### src/rtl/smr_pkg.sv
// Constants shared by the serial message recognizer.
package smr_pkg;
    // ------------------------------------------------------------
    // Register byte offsets
    // ------------------------------------------------------------
    localparam logic [7:0] OFS_CTRL    = 8'h00;
    localparam logic [7:0] OFS_STATUS  = 8'h04;
    localparam logic [7:0] OFS_TERM_LO = 8'h08;
    localparam logic [7:0] OFS_TERM_HI = 8'h0C;
    localparam logic [7:0] OFS_TERM_LN = 8'h10;
    localparam logic [7:0] OFS_GAP     = 8'h14;
    localparam logic [7:0] OFS_HOLD    = 8'h18;
    localparam logic [7:0] OFS_CMD     = 8'h1C;
    localparam logic [7:0] OFS_IRQ_ST  = 8'h20;
    localparam logic [7:0] OFS_IRQ_MK  = 8'h24;
    localparam logic [7:0] OFS_P_FP    = 8'h28;
    localparam logic [7:0] OFS_P_LEN   = 8'h2C;
    localparam logic [7:0] OFS_P_TXT   = 8'h30;
    localparam logic [7:0] OFS_T_FP    = 8'h40;
    localparam logic [7:0] OFS_T_LEN   = 8'h44;
    localparam logic [7:0] OFS_T_TXT   = 8'h48;
    localparam logic [7:0] OFS_P_HEX   = 8'h60;
    localparam logic [7:0] OFS_T_HEX   = 8'h80;
    // ------------------------------------------------------------
    // Field values and sizes
    // ------------------------------------------------------------
    localparam logic [1:0] MODE_OFF    = 2'h0;
    localparam logic [1:0] MODE_CTRL   = 2'h1;
    localparam logic [1:0] MODE_INJ    = 2'h2;
    localparam int         MSG_BYTES   = 12;
    localparam int         TXT_WORDS   = 3;
    localparam int         HEX_WORDS   = 6;
    localparam int         TERM_BYTES  = 8;
    localparam logic [3:0] TERM_MAX    = 4'h8;
    localparam logic [15:0] GAP_MIN_MS = 16'h000A;
    localparam logic [15:0] GAP_RST_MS = 16'h0000;
    localparam logic [7:0] HOLD_RST_MS = 8'h32;
    localparam logic [31:0] CRC_INIT   = 32'hFFFFFFFF;
    localparam logic [31:0] CRC_POLY   = 32'hEDB88320;
    // ------------------------------------------------------------
    // Timing
    // ------------------------------------------------------------
    localparam int MS_NS         = 1000000;
    localparam int CLK_PERIOD_NS = 4;
    localparam int CYC_PER_MS    = MS_NS / CLK_PERIOD_NS;
endpackage

### src/rtl/smr_ms_tick.sv
// Millisecond tick generator.
`timescale 1ns/1ps
module smr_ms_tick #(
    parameter int CYC_PER_MS = smr_pkg::CYC_PER_MS
) (
    // Clock and reset
    input  wire logic pclk,
    input  wire logic presetn,
    // Tick
    output logic      tick
);
    localparam int CW = $clog2(CYC_PER_MS + 1);
    localparam logic [CW-1:0] LAST = CW'(CYC_PER_MS - 1);

    logic [CW-1:0] cnt_q;

    always_ff @(posedge pclk or negedge presetn)
    begin
        if (!presetn)
        begin
            cnt_q <= '0;
            tick  <= 1'b0;
        end
        else
        begin
            tick  <= (cnt_q == LAST);
            cnt_q <= (cnt_q == LAST) ? '0 : cnt_q + CW'(1);
        end
    end
endmodule // smr_ms_tick

### src/rtl/smr_crc_byte.sv
// One-byte step of the reflected CRC-32 used as message fingerprint.
`timescale 1ns/1ps
module smr_crc_byte (
    // Running value and new byte
    input  wire logic [31:0] crc_in,
    input  wire logic [7:0]  data,
    // Updated value
    output logic      [31:0] crc_out
);
    always_comb
    begin
        crc_out = crc_in ^ {24'h000000, data};
        for (int i = 0; i < 8; i++)
        begin
            crc_out = crc_out[0] ? ((crc_out >> 1) ^ smr_pkg::CRC_POLY) : (crc_out >> 1);
        end
    end
endmodule // smr_crc_byte

### src/rtl/smr_recognizer.sv
// Serial message recognizer with APB registers.
`timescale 1ns/1ps
module smr_recognizer #(
    parameter int CYC_PER_MS = smr_pkg::CYC_PER_MS
) (
    // Clock and reset
    input  wire logic        pclk,
    input  wire logic        presetn,
    // APB slave
    input  wire logic        psel,
    input  wire logic        penable,
    input  wire logic        pwrite,
    input  wire logic [7:0]  paddr,
    input  wire logic [31:0] pwdata,
    output logic      [31:0] prdata,
    output logic             pready,
    output logic             pslverr,
    // Received serial bytes from the UART receiver
    input  wire logic        rx_valid,
    input  wire logic [7:0]  rx_data,
    // Port control
    output logic      [1:0]  port_operation_select,
    output logic             injection_state_ro,
    // Interrupt
    output logic             irq
);
    localparam int MB = smr_pkg::MSG_BYTES;

    typedef struct packed {
        logic [1:0]      mode;
        logic            inj;
        logic            inj_st;
        logic            cap;
        logic [63:0]     term;
        logic [3:0]      tlen;
        logic [15:0]     gap;
        logic [7:0]      hold;
        logic [1:0]      irq_st;
        logic [1:0]      irq_mk;
        logic [MB*8-1:0] buf_;
        logic [3:0]      blen;
        logic [31:0]     crc;
        logic [63:0]     hist;
        logic [15:0]     gapc;
        logic [MB*8-1:0] p_txt;
        logic [3:0]      p_len;
        logic [31:0]     p_fp;
        logic [MB*8-1:0] t_txt;
        logic [3:0]      t_len;
        logic [31:0]     t_fp;
        logic [7:0]      holdc;
        logic            t_live;
        logic [31:0]     rdata;
    } smr_state_t;

    smr_state_t q;
    smr_state_t n;
    logic       tick;
    logic [31:0] crc_nx;
    logic       wr;
    logic       clr;
    logic       done;
    logic       match;
    logic [63:0] hist_nx;
    logic [15:0] gap_v;

    // ------------------------------------------------------------
    // Helpers
    // ------------------------------------------------------------
    smr_ms_tick #(.CYC_PER_MS(CYC_PER_MS)) u_tick (
        .pclk    (pclk),
        .presetn (presetn),
        .tick    (tick)
    );

    smr_crc_byte u_crc (
        .crc_in  (q.crc),
        .data    (rx_data),
        .crc_out (crc_nx)
    );

    function automatic logic [7:0] hex_chr(input logic [3:0] v);
        hex_chr = (v < 4'hA) ? (8'h30 + {4'h0, v}) : (8'h37 + {4'h0, v});
    endfunction

    // Two stored bytes rendered as four ASCII hex characters, first byte on top.
    function automatic logic [31:0] hex_word(input logic [MB*8-1:0] txt,
                                             input logic [3:0] len, input logic [2:0] k);
        logic [7:0] b0;
        logic [7:0] b1;
        b0 = txt[{k, 4'h0} +: 8];
        b1 = txt[{k, 4'h8} +: 8];
        hex_word = '0;
        if ({k, 1'b0} < len)
            hex_word[31:16] = {hex_chr(b0[7:4]), hex_chr(b0[3:0])};
        if ({k, 1'b1} < len)
            hex_word[15:0] = {hex_chr(b1[7:4]), hex_chr(b1[3:0])};
    endfunction

    function automatic logic addr_ok(input logic [7:0] a);
        addr_ok = (a <= smr_pkg::OFS_T_LEN + 8'h0C) ||
                  (a >= smr_pkg::OFS_P_HEX && a < smr_pkg::OFS_P_HEX + 8'h18) ||
                  (a >= smr_pkg::OFS_T_HEX && a < smr_pkg::OFS_T_HEX + 8'h18);
        // Only three text words exist, so the slot just above them stays unmapped.
        addr_ok = addr_ok && (a[1:0] == 2'h0) && (a != smr_pkg::OFS_P_TXT + 8'h0C);
    endfunction

    function automatic logic [31:0] rd_mux(input smr_state_t s, input logic [7:0] a);
        logic [7:0] r;
        rd_mux = '0;
        r = '0;
        if (a >= smr_pkg::OFS_T_HEX)
        begin
            r = a - smr_pkg::OFS_T_HEX;
            rd_mux = hex_word(s.t_txt, s.t_len, r[4:2]);
        end
        else if (a >= smr_pkg::OFS_P_HEX)
        begin
            r = a - smr_pkg::OFS_P_HEX;
            rd_mux = hex_word(s.p_txt, s.p_len, r[4:2]);
        end
        else if (a >= smr_pkg::OFS_T_TXT)
        begin
            r = a - smr_pkg::OFS_T_TXT;
            rd_mux = s.t_txt[{r[3:2], 5'h00} +: 32];
        end
        else if (a >= smr_pkg::OFS_P_TXT && a < smr_pkg::OFS_T_FP)
        begin
            r = a - smr_pkg::OFS_P_TXT;
            rd_mux = s.p_txt[{r[3:2], 5'h00} +: 32];
        end
        else
        begin
            unique case (a)
                smr_pkg::OFS_CTRL:    rd_mux = {28'h0, s.cap, s.inj, s.mode};
                smr_pkg::OFS_STATUS:  rd_mux = {23'h0, s.t_live, s.blen, 3'h0, s.inj_st};
                smr_pkg::OFS_TERM_LO: rd_mux = s.term[31:0];
                smr_pkg::OFS_TERM_HI: rd_mux = s.term[63:32];
                smr_pkg::OFS_TERM_LN: rd_mux = {28'h0, s.tlen};
                smr_pkg::OFS_GAP:     rd_mux = {16'h0, s.gap};
                smr_pkg::OFS_HOLD:    rd_mux = {24'h0, s.hold};
                smr_pkg::OFS_IRQ_ST:  rd_mux = {30'h0, s.irq_st};
                smr_pkg::OFS_IRQ_MK:  rd_mux = {30'h0, s.irq_mk};
                smr_pkg::OFS_P_FP:    rd_mux = s.p_fp;
                smr_pkg::OFS_P_LEN:   rd_mux = {28'h0, s.p_len};
                smr_pkg::OFS_T_FP:    rd_mux = s.t_fp;
                smr_pkg::OFS_T_LEN:   rd_mux = {28'h0, s.t_len};
                default:              rd_mux = '0;
            endcase
        end
    endfunction

    // ------------------------------------------------------------
    // Next state
    // ------------------------------------------------------------
    always_comb
    begin
        n = q;
        wr = psel && penable && pwrite && addr_ok(paddr);
        clr = 1'b0;
        done = 1'b0;
        gap_v = pwdata[15:0];
        hist_nx = {q.hist[55:0], rx_data};
        match = (q.tlen != 4'h0);
        for (int i = 0; i < smr_pkg::TERM_BYTES; i++)
        begin
            if (4'(i) < q.tlen && hist_nx[i*8 +: 8] != q.term[i*8 +: 8])
                match = 1'b0;
        end
        if (psel && !penable && !pwrite)
            n.rdata = addr_ok(paddr) ? rd_mux(q, paddr) : '0;
        if (wr)
        begin
            unique case (paddr)
                smr_pkg::OFS_CTRL:
                begin
                    if (pwdata[1:0] <= smr_pkg::MODE_INJ)
                        n.mode = pwdata[1:0];
                    n.inj = pwdata[2];
                    n.cap = pwdata[3];
                end
                smr_pkg::OFS_TERM_LO: n.term[31:0] = pwdata;
                smr_pkg::OFS_TERM_HI: n.term[63:32] = pwdata;
                smr_pkg::OFS_TERM_LN:
                    n.tlen = (pwdata > 32'(smr_pkg::TERM_MAX)) ? smr_pkg::TERM_MAX
                                                              : pwdata[3:0];
                smr_pkg::OFS_GAP:
                    n.gap = (gap_v != 16'h0 && gap_v < smr_pkg::GAP_MIN_MS)
                            ? smr_pkg::GAP_MIN_MS : gap_v;
                smr_pkg::OFS_HOLD:   n.hold = pwdata[7:0];
                smr_pkg::OFS_CMD:    clr = pwdata[0];
                smr_pkg::OFS_IRQ_ST: n.irq_st = q.irq_st & ~pwdata[1:0];
                smr_pkg::OFS_IRQ_MK: n.irq_mk = pwdata[1:0];
                default:             n.rdata = n.rdata;
            endcase
        end
        n.inj_st = n.inj && (n.mode == smr_pkg::MODE_INJ);
        // Temporary copy lifetime.
        if (q.t_live && q.holdc >= q.hold)
        begin
            n.t_txt = '0;
            n.t_len = '0;
            n.t_fp = '0;
            n.t_live = 1'b0;
        end
        else if (q.t_live && tick)
            n.holdc = q.holdc + 8'h01;
        // Message assembly.
        if (!q.cap)
        begin
            n.blen = '0;
            n.buf_ = '0;
            n.crc = smr_pkg::CRC_INIT;
            n.gapc = '0;
            n.hist = '0;
        end
        else if (rx_valid)
        begin
            if (q.blen < 4'(MB))
            begin
                n.buf_[{q.blen, 3'h0} +: 8] = rx_data;
                n.blen = q.blen + 4'h1;
                n.crc = crc_nx;
            end
            n.hist = hist_nx;
            n.gapc = '0;
            done = match;
        end
        else if (q.blen != 4'h0 && q.gap != 16'h0)
        begin
            if (q.gapc >= q.gap)
                done = 1'b1;
            else if (tick)
                n.gapc = q.gapc + 16'h0001;
        end
        if (done)
        begin
            if (n.buf_ != q.p_txt || n.blen != q.p_len)
                n.irq_st[0] = 1'b1;
            n.p_txt = n.buf_;
            n.p_len = n.blen;
            n.p_fp = ~n.crc;
            n.t_txt = n.buf_;
            n.t_len = n.blen;
            n.t_fp = ~n.crc;
            n.t_live = 1'b1;
            n.holdc = '0;
            n.irq_st[1] = 1'b1;
            n.buf_ = '0;
            n.blen = '0;
            n.crc = smr_pkg::CRC_INIT;
            n.gapc = '0;
            n.hist = '0;
        end
        if (clr)
        begin
            n.p_txt = '0;
            n.p_len = '0;
            n.p_fp = '0;
            n.t_txt = '0;
            n.t_len = '0;
            n.t_fp = '0;
            n.t_live = 1'b0;
        end
    end

    // ------------------------------------------------------------
    // State register
    // ------------------------------------------------------------
    always_ff @(posedge pclk or negedge presetn)
    begin
        if (!presetn)
        begin
            q <= '0;
            q.mode <= smr_pkg::MODE_OFF;
            q.gap <= smr_pkg::GAP_RST_MS;
            q.hold <= smr_pkg::HOLD_RST_MS;
            q.crc <= smr_pkg::CRC_INIT;
        end
        else
        begin
            q <= n;
        end
    end

    // Single-cycle access keeps the bus simple; read data is captured in setup.
    assign pready                = 1'b1;
    assign pslverr               = psel && penable && !addr_ok(paddr);
    assign prdata                = q.rdata;
    assign port_operation_select = q.mode;
    assign injection_state_ro    = q.inj_st;
    assign irq                   = |(q.irq_st & q.irq_mk);
endmodule // smr_recognizer

### config.mk
export PLATFORM = sky130hd
export DESIGN_NAME = smr_recognizer
export DESIGN_NICKNAME = d
export VERILOG_FILES = /design/src/rtl/smr_pkg.sv /design/src/rtl/smr_ms_tick.sv /design/src/rtl/smr_crc_byte.sv /design/src/rtl/smr_recognizer.sv
export SDC_FILE = /design/constraint.sdc
export NUM_CORES = 2
export LEC_CHECK = 0
export BUFFER_PORTS_ARGS = -buffer_cell sky130_fd_sc_hd__buf_2
export CELL_PAD_IN_SITES_DETAIL_PLACEMENT = 1
export CELL_PAD_IN_SITES_GLOBAL_PLACEMENT = 2
export CORE_ASPECT_RATIO = 1.1
export CORE_MARGIN = 5
export CORE_UTILIZATION = 38
export CTS_CLUSTER_SIZE = 14
export DETAILED_ROUTE_END_ITERATION = 16
export PLACE_DENSITY_LB_ADDON = 0.1
export REMOVE_ABC_BUFFERS = 1
export SKIP_CTS_REPAIR_TIMING = 1
export SLEW_MARGIN = 20
export SYNTH_ARGS = -nofsm -noshare
export SYNTH_HDL_FRONTEND = slang
export SYNTH_SLANG_ARGS = --single-unit
### constraint.sdc
create_clock -name pclk -period 3.2 [get_ports pclk]
set_input_delay 0 -clock pclk [delete_from_list [all_inputs] [get_ports pclk]]
set_output_delay 0 -clock pclk [all_outputs]
set_load 0.02 [all_outputs]
; ---- Word-level counts from Yosys, hierarchy flattened
; Cells that the tools add are included.
[word_totals]
register_bits = 629
in_bits = 54
out_inout_bits = 38
elab_cells = 257
[op_classes]
n_addsub = 25
n_lt_le_gt_ge = 34
n_eq_ne = 31
shifts = 8
n_mux = 66
bitwise = 13
n_reduce_logical = 52
[ops]
columns = operator, count
row1 = 485-bit 2-to-1 mux, 1
row2 = 32-bit 2-to-1 mux, 13
row3 = 32-bit one-hot mux with 13 select lines, 1
row4 = 96-bit by 8-bit indexed part select with 8-bit output, 4
row5 = 132-bit 2-to-1 mux, 2
row6 = 264-bit 2-to-1 mux, 1
row7 = 212-bit 2-to-1 mux, 1
row8 = 196-bit 2-to-1 mux, 1
row9 = 96-bit by 8-bit indexed part select with 32-bit output, 2
row10 = 6-bit by 4-bit adder with 7-bit output (first input constant), 16
row11 = 13-bit inverter with 14-bit output, 8
row12 = 96-bit bitwise mux, 1
row13 = 96-bit inequality test, 1
row14 = 8-bit by 9-bit variable shift with 96-bit output (first input constant), 1
row15 = 8-bit by 9-bit indexed part select with 96-bit output, 1
row16 = 16-bit 2-to-1 mux, 5
row17 = 8-bit inequality test, 8
row18 = 15-bit 2-to-1 mux, 4
row19 = 7-bit 2-to-1 mux, 8
row20 = 4-bit less-than comparator (second input constant), 9
row21 = 8-bit by 5-bit equality test with 1-bit output (second input constant), 4
row22 = 8-bit by 6-bit equality test with 1-bit output (second input constant), 4
row23 = 32-bit by 4-bit greater-than comparator with 1-bit output (second input constant), 1
row24 = 32-bit inverter, 1
row25 = other kinds (54), 131

; ---- Logic depth before layout (Yosys ltp)
[logic_depth]
depth_word = 24
depth_mapped = 16
mapped_depth_nobuf = 11

; ---- Modules after synthesis
; A second synthesis with hierarchy kept.
[unflattened]
cells_unflattened = 3488
hier_area_um2 = 34927.2
[by_module_without_submodules]
columns = mod, instances, cells_per_inst, area_each_um2, seq_area_each_um2
row1 = smr_recognizer, 1, 3344, 33069.2, 15308.4
row2 = smr_crc_byte, 1, 63, 943.4, 0.0
row3 = smr_ms_tick, 1, 81, 914.6, 475.5

; ---- Worst setup path before layout
; No wires, ideal clock.
[synth_path]
kind = register to register
startpoint = register q[417] (netlist bit)
endpoint = register q[519] (netlist bit)
setup_time_ns = 0.136
t_arrival_ns = 3.342
required_ns = 3.064
slack_ns = -0.278
path_stages_with_launch = 15
n_path_buf = 4
synth_period_minus_slack_ns = 3.478
path_cell_list = dfrtp_1 clkbuf_1 inv_1 ha_1 buf_2 buf_2 a2111o_1 buf_4 mux2i_4 a22o_1 nor4_1 o2111ai_1 or4_1 nor4_1 a31oi_1
[synth_rtl]
columns = element, line
row1 = start: declaration, smr_recognizer.sv:56  ; smr_state_t q;
row2 = start signal: assignment, smr_recognizer.sv:282  ; q <= n;

==> flow_summary.ini <==
[setup_path]
reg2reg_depth = 10
worstPathRequired_ps = 3720
critical_path.max_fanout = 10
crit_arrival_ps = 3910
cp-endpoint = q[519]
cp-startpoint = q[418]
cp-start-kind = flop
worstSetupPathType = reg2reg
r2r_end = q[519]
rrSetupSlack_ps = -190
timing.rr.start = q[418]
critPathCaptureType = flop

[synth]
synth_commonest_cells = dfrtp_1 (594), nor2_1 (338), mux2i_1 (246)
avgSynthCellArea_um2 = 10.00
synth-seq-area-share_pct = 44.96
yosysMostFrequentCell = dfrtp_1
yosysWarnings = 0
synth.top_cell.area_share_pct = 42.34
netlist_area_um2 = 35110
synthTopCellsByArea = dfrtp_1 (42%), mux2i_1 (7.0%), a22o_1 (4.8%)
synthFlopType = dfrtp_1
synth-seq-cells = 629
ys_async_sr_fraction_pct = 100.0
synthDistinctLibCells = 88
yosys.area.top_type = dfrtp_1
syn_inst = 3510
synth-edff-count = 0

[worst_hold_path]
hp-class = in2reg
hold_depth = 4

[sta]
maxSlewHeadroom_pct = 22.77
fin_crit_sh_pct = 105.8
slew_violations = 0
rsz0062_at_grt = true
skew_ps = 38.16
hold_viol_final = 0
setup_violations = 1
finalCriticalPeriod_ps = 3386
finalWorstSetupSlack_ps = -186.4
worst_pin_slew_ps = 1154
timing.fmax_ghz = 0.2953

[final_layout]
nets = 4023
regArea_um2 = 15790
finish.instance_area_um2 = 43710
nFillCells = 10040
instances_no_fill = 5172
drive_gt1_share_pct = 23.82
areaGrowthSynthToFinish_pct = 24.49
multi_input_area_um2 = 18110

[clocking]
clockBufferDepth = 3
cts_sinks = 629
cts_tree = yes
h-tree-depth = 3
cts_buffers = 77
ctsRootBufferMaster = clkbuf_16
clk_pin_slew_ps = 60
insertion_delay_ps = 680

[power]
p_int_uw = 13620
comb_power_share_pct = 6.5
seqPwrFrac_pct = 43.8
p_sw_uw = 4662
p_sw_share_pct = 25.50
powerDensity_nw_per_um2 = 418.2
p_leak_uw = 0.01986
peakVddDrop_v = 0.0003931
p_clk_share_pct = 49.7

[global_routing]
met3_usage_pct = 4.990
gr-usage-met2_pct = 53.70
grt_pass1_wl_um = 235800
antenna_found_initial = 5
top_usage_layer = met2
overflow = 0
grtUsageTotal_pct = 32.32
grt_use_met1_pct = 42.26
grt_max_degree = 105
grt_pass1_vias = 32960

[drt]
drtPass1Iterations = 6
vias = 31460
finalWirelength_um = 164800
avgViaCountPerCell = 6.082
drtAntennaViolNets = 0
remaining_drc_errors = 0
routedWlPerCell_um = 31.85
drtIter0Drc = 2636

[run_status]
status = complete, but fails checks
violations = negative setup slack

[die]
die_h_um = 328.8
io_pins = 92
dieArea_um2 = 98580
core_um2 = 92080
die_w_um = 299.8
row_count = 117
start_util_pct = 38.13

[placement]
placed_area_um2 = 40030
placed_cells = 4971
gp_congestion = 0.9389
io_buffers = 90
hpwl_um = 123000

[flow_run]
drv_cap = 0
[how the worst min path moves through the flow]
stage	slack, ps	end	start
6_report	30	prdata[19]	paddr[7]
3_5_place_dp	40	q[311]	presetn
2_1_floorplan	-300	hist_nx[10]	presetn
3_3_place_gp	40	q[313]	presetn
4_1_cts	-660	q[311]	presetn
5_1_grt	30	q[518]	paddr[0]
[critical path: stages, from the launching register on]
cell      delay [ps]
dfrtp_1          390
buf_4            170
or3_4            410
a2111o_1         460
buf_6            190
mux2_4           330
o21a_1           190
o311a_1          310
a221o_1          400
nor4_2           270
a31oi_1          110
[registers in the layout (all words and copies together) (netlist names)]
signal                 cells
injection_state_ro         1
port_operation_select      2
q                        519
u_tick.tick                1
u_tick.cnt_q              18
hist_nx                   56
prdata                    32
[cells by family (layout without fill, tap and decap cells)]
kind of cell | after synthesis | in the layout | share of synthesized area, %
AOI/OAI and AO/OA | 862 | 862 | 17.34
xor gates and xnor gates | 250 | 250 | 6.276
adders and majority gates | 47 | 47 | 1.675
buffers and inverters | 386 | 856 | 4.693
DFF | 629 | 629 | 44.96
muxes | 362 | 362 | 11.72
other | 1 | 3 | 0.01068
and+or+nand+nor | 973 | 973 | 13.33
[layout make-up]
class,instances,area share [%]
timing repair buffer,627,12.38
inverter,92,0.7929
antenna,2,0.01145
multi-input combinational,2495,41.44
sequential,629,36.13
clock buffer,107,4.967
clock inverter,30,0.8760
tap,1190,3.407
[per-stage QoR]
step	TNS (ps)	util, %	setup WS (ps)	power, µW	hold slack (ps)
floorplan	-5327230	-	-25840	8509	-295.6
detailed placement	-2272	43.48	-630.1	9281	42.47
CTS	-4755	46.25	-655.9	18410	-662.8
finish	-186.4	47.47	-186.4	18280	27.37
global route	-9475	47.46	-263.2	18880	27.91
global placement	-4696	43.47	-655.6	9264	35.65
[power groups by stage]
stage / Combinational, µW / Sequential [µW] / Clock, µW
floorplan: 364 / 8140 / 0
global placement: 1120 / 8140 / 0
detailed placement: 1140 / 8140 / 0
CTS: 1140 / 8000 / 9270
global route: 1270 / 8000 / 9610
finish: 1200 / 8000 / 9080
[cells in the final DEF, fill, tap and decap left out, types with 97 or more instances in the layout]
master / netlist / layout
dfrtp_1: 594 / 591
buf_4: 36 / 434
nor2_1: 338 / 333
mux2i_1: 246 / 240
nand2_1: 213 / 207
a22o_1: 193 / 193
xnor2_1: 151 / 151
o21ai_0: 157 / 148
a21oi_1: 152 / 146
xor2_1: 98 / 97
[metal layers]
| layer | vias to the layer above | routed length, µm |
|---|---|---|
| li1 | 13600 | - |
| met1 | 16440 | 68990 |
| met2 | 1114 | 78280 |
| met3 | 303 | 9481 |
| met4 | 4 | 7915 |
| met5 | - | 80 |
Note: power is estimated with default switching activity, not from simulation.
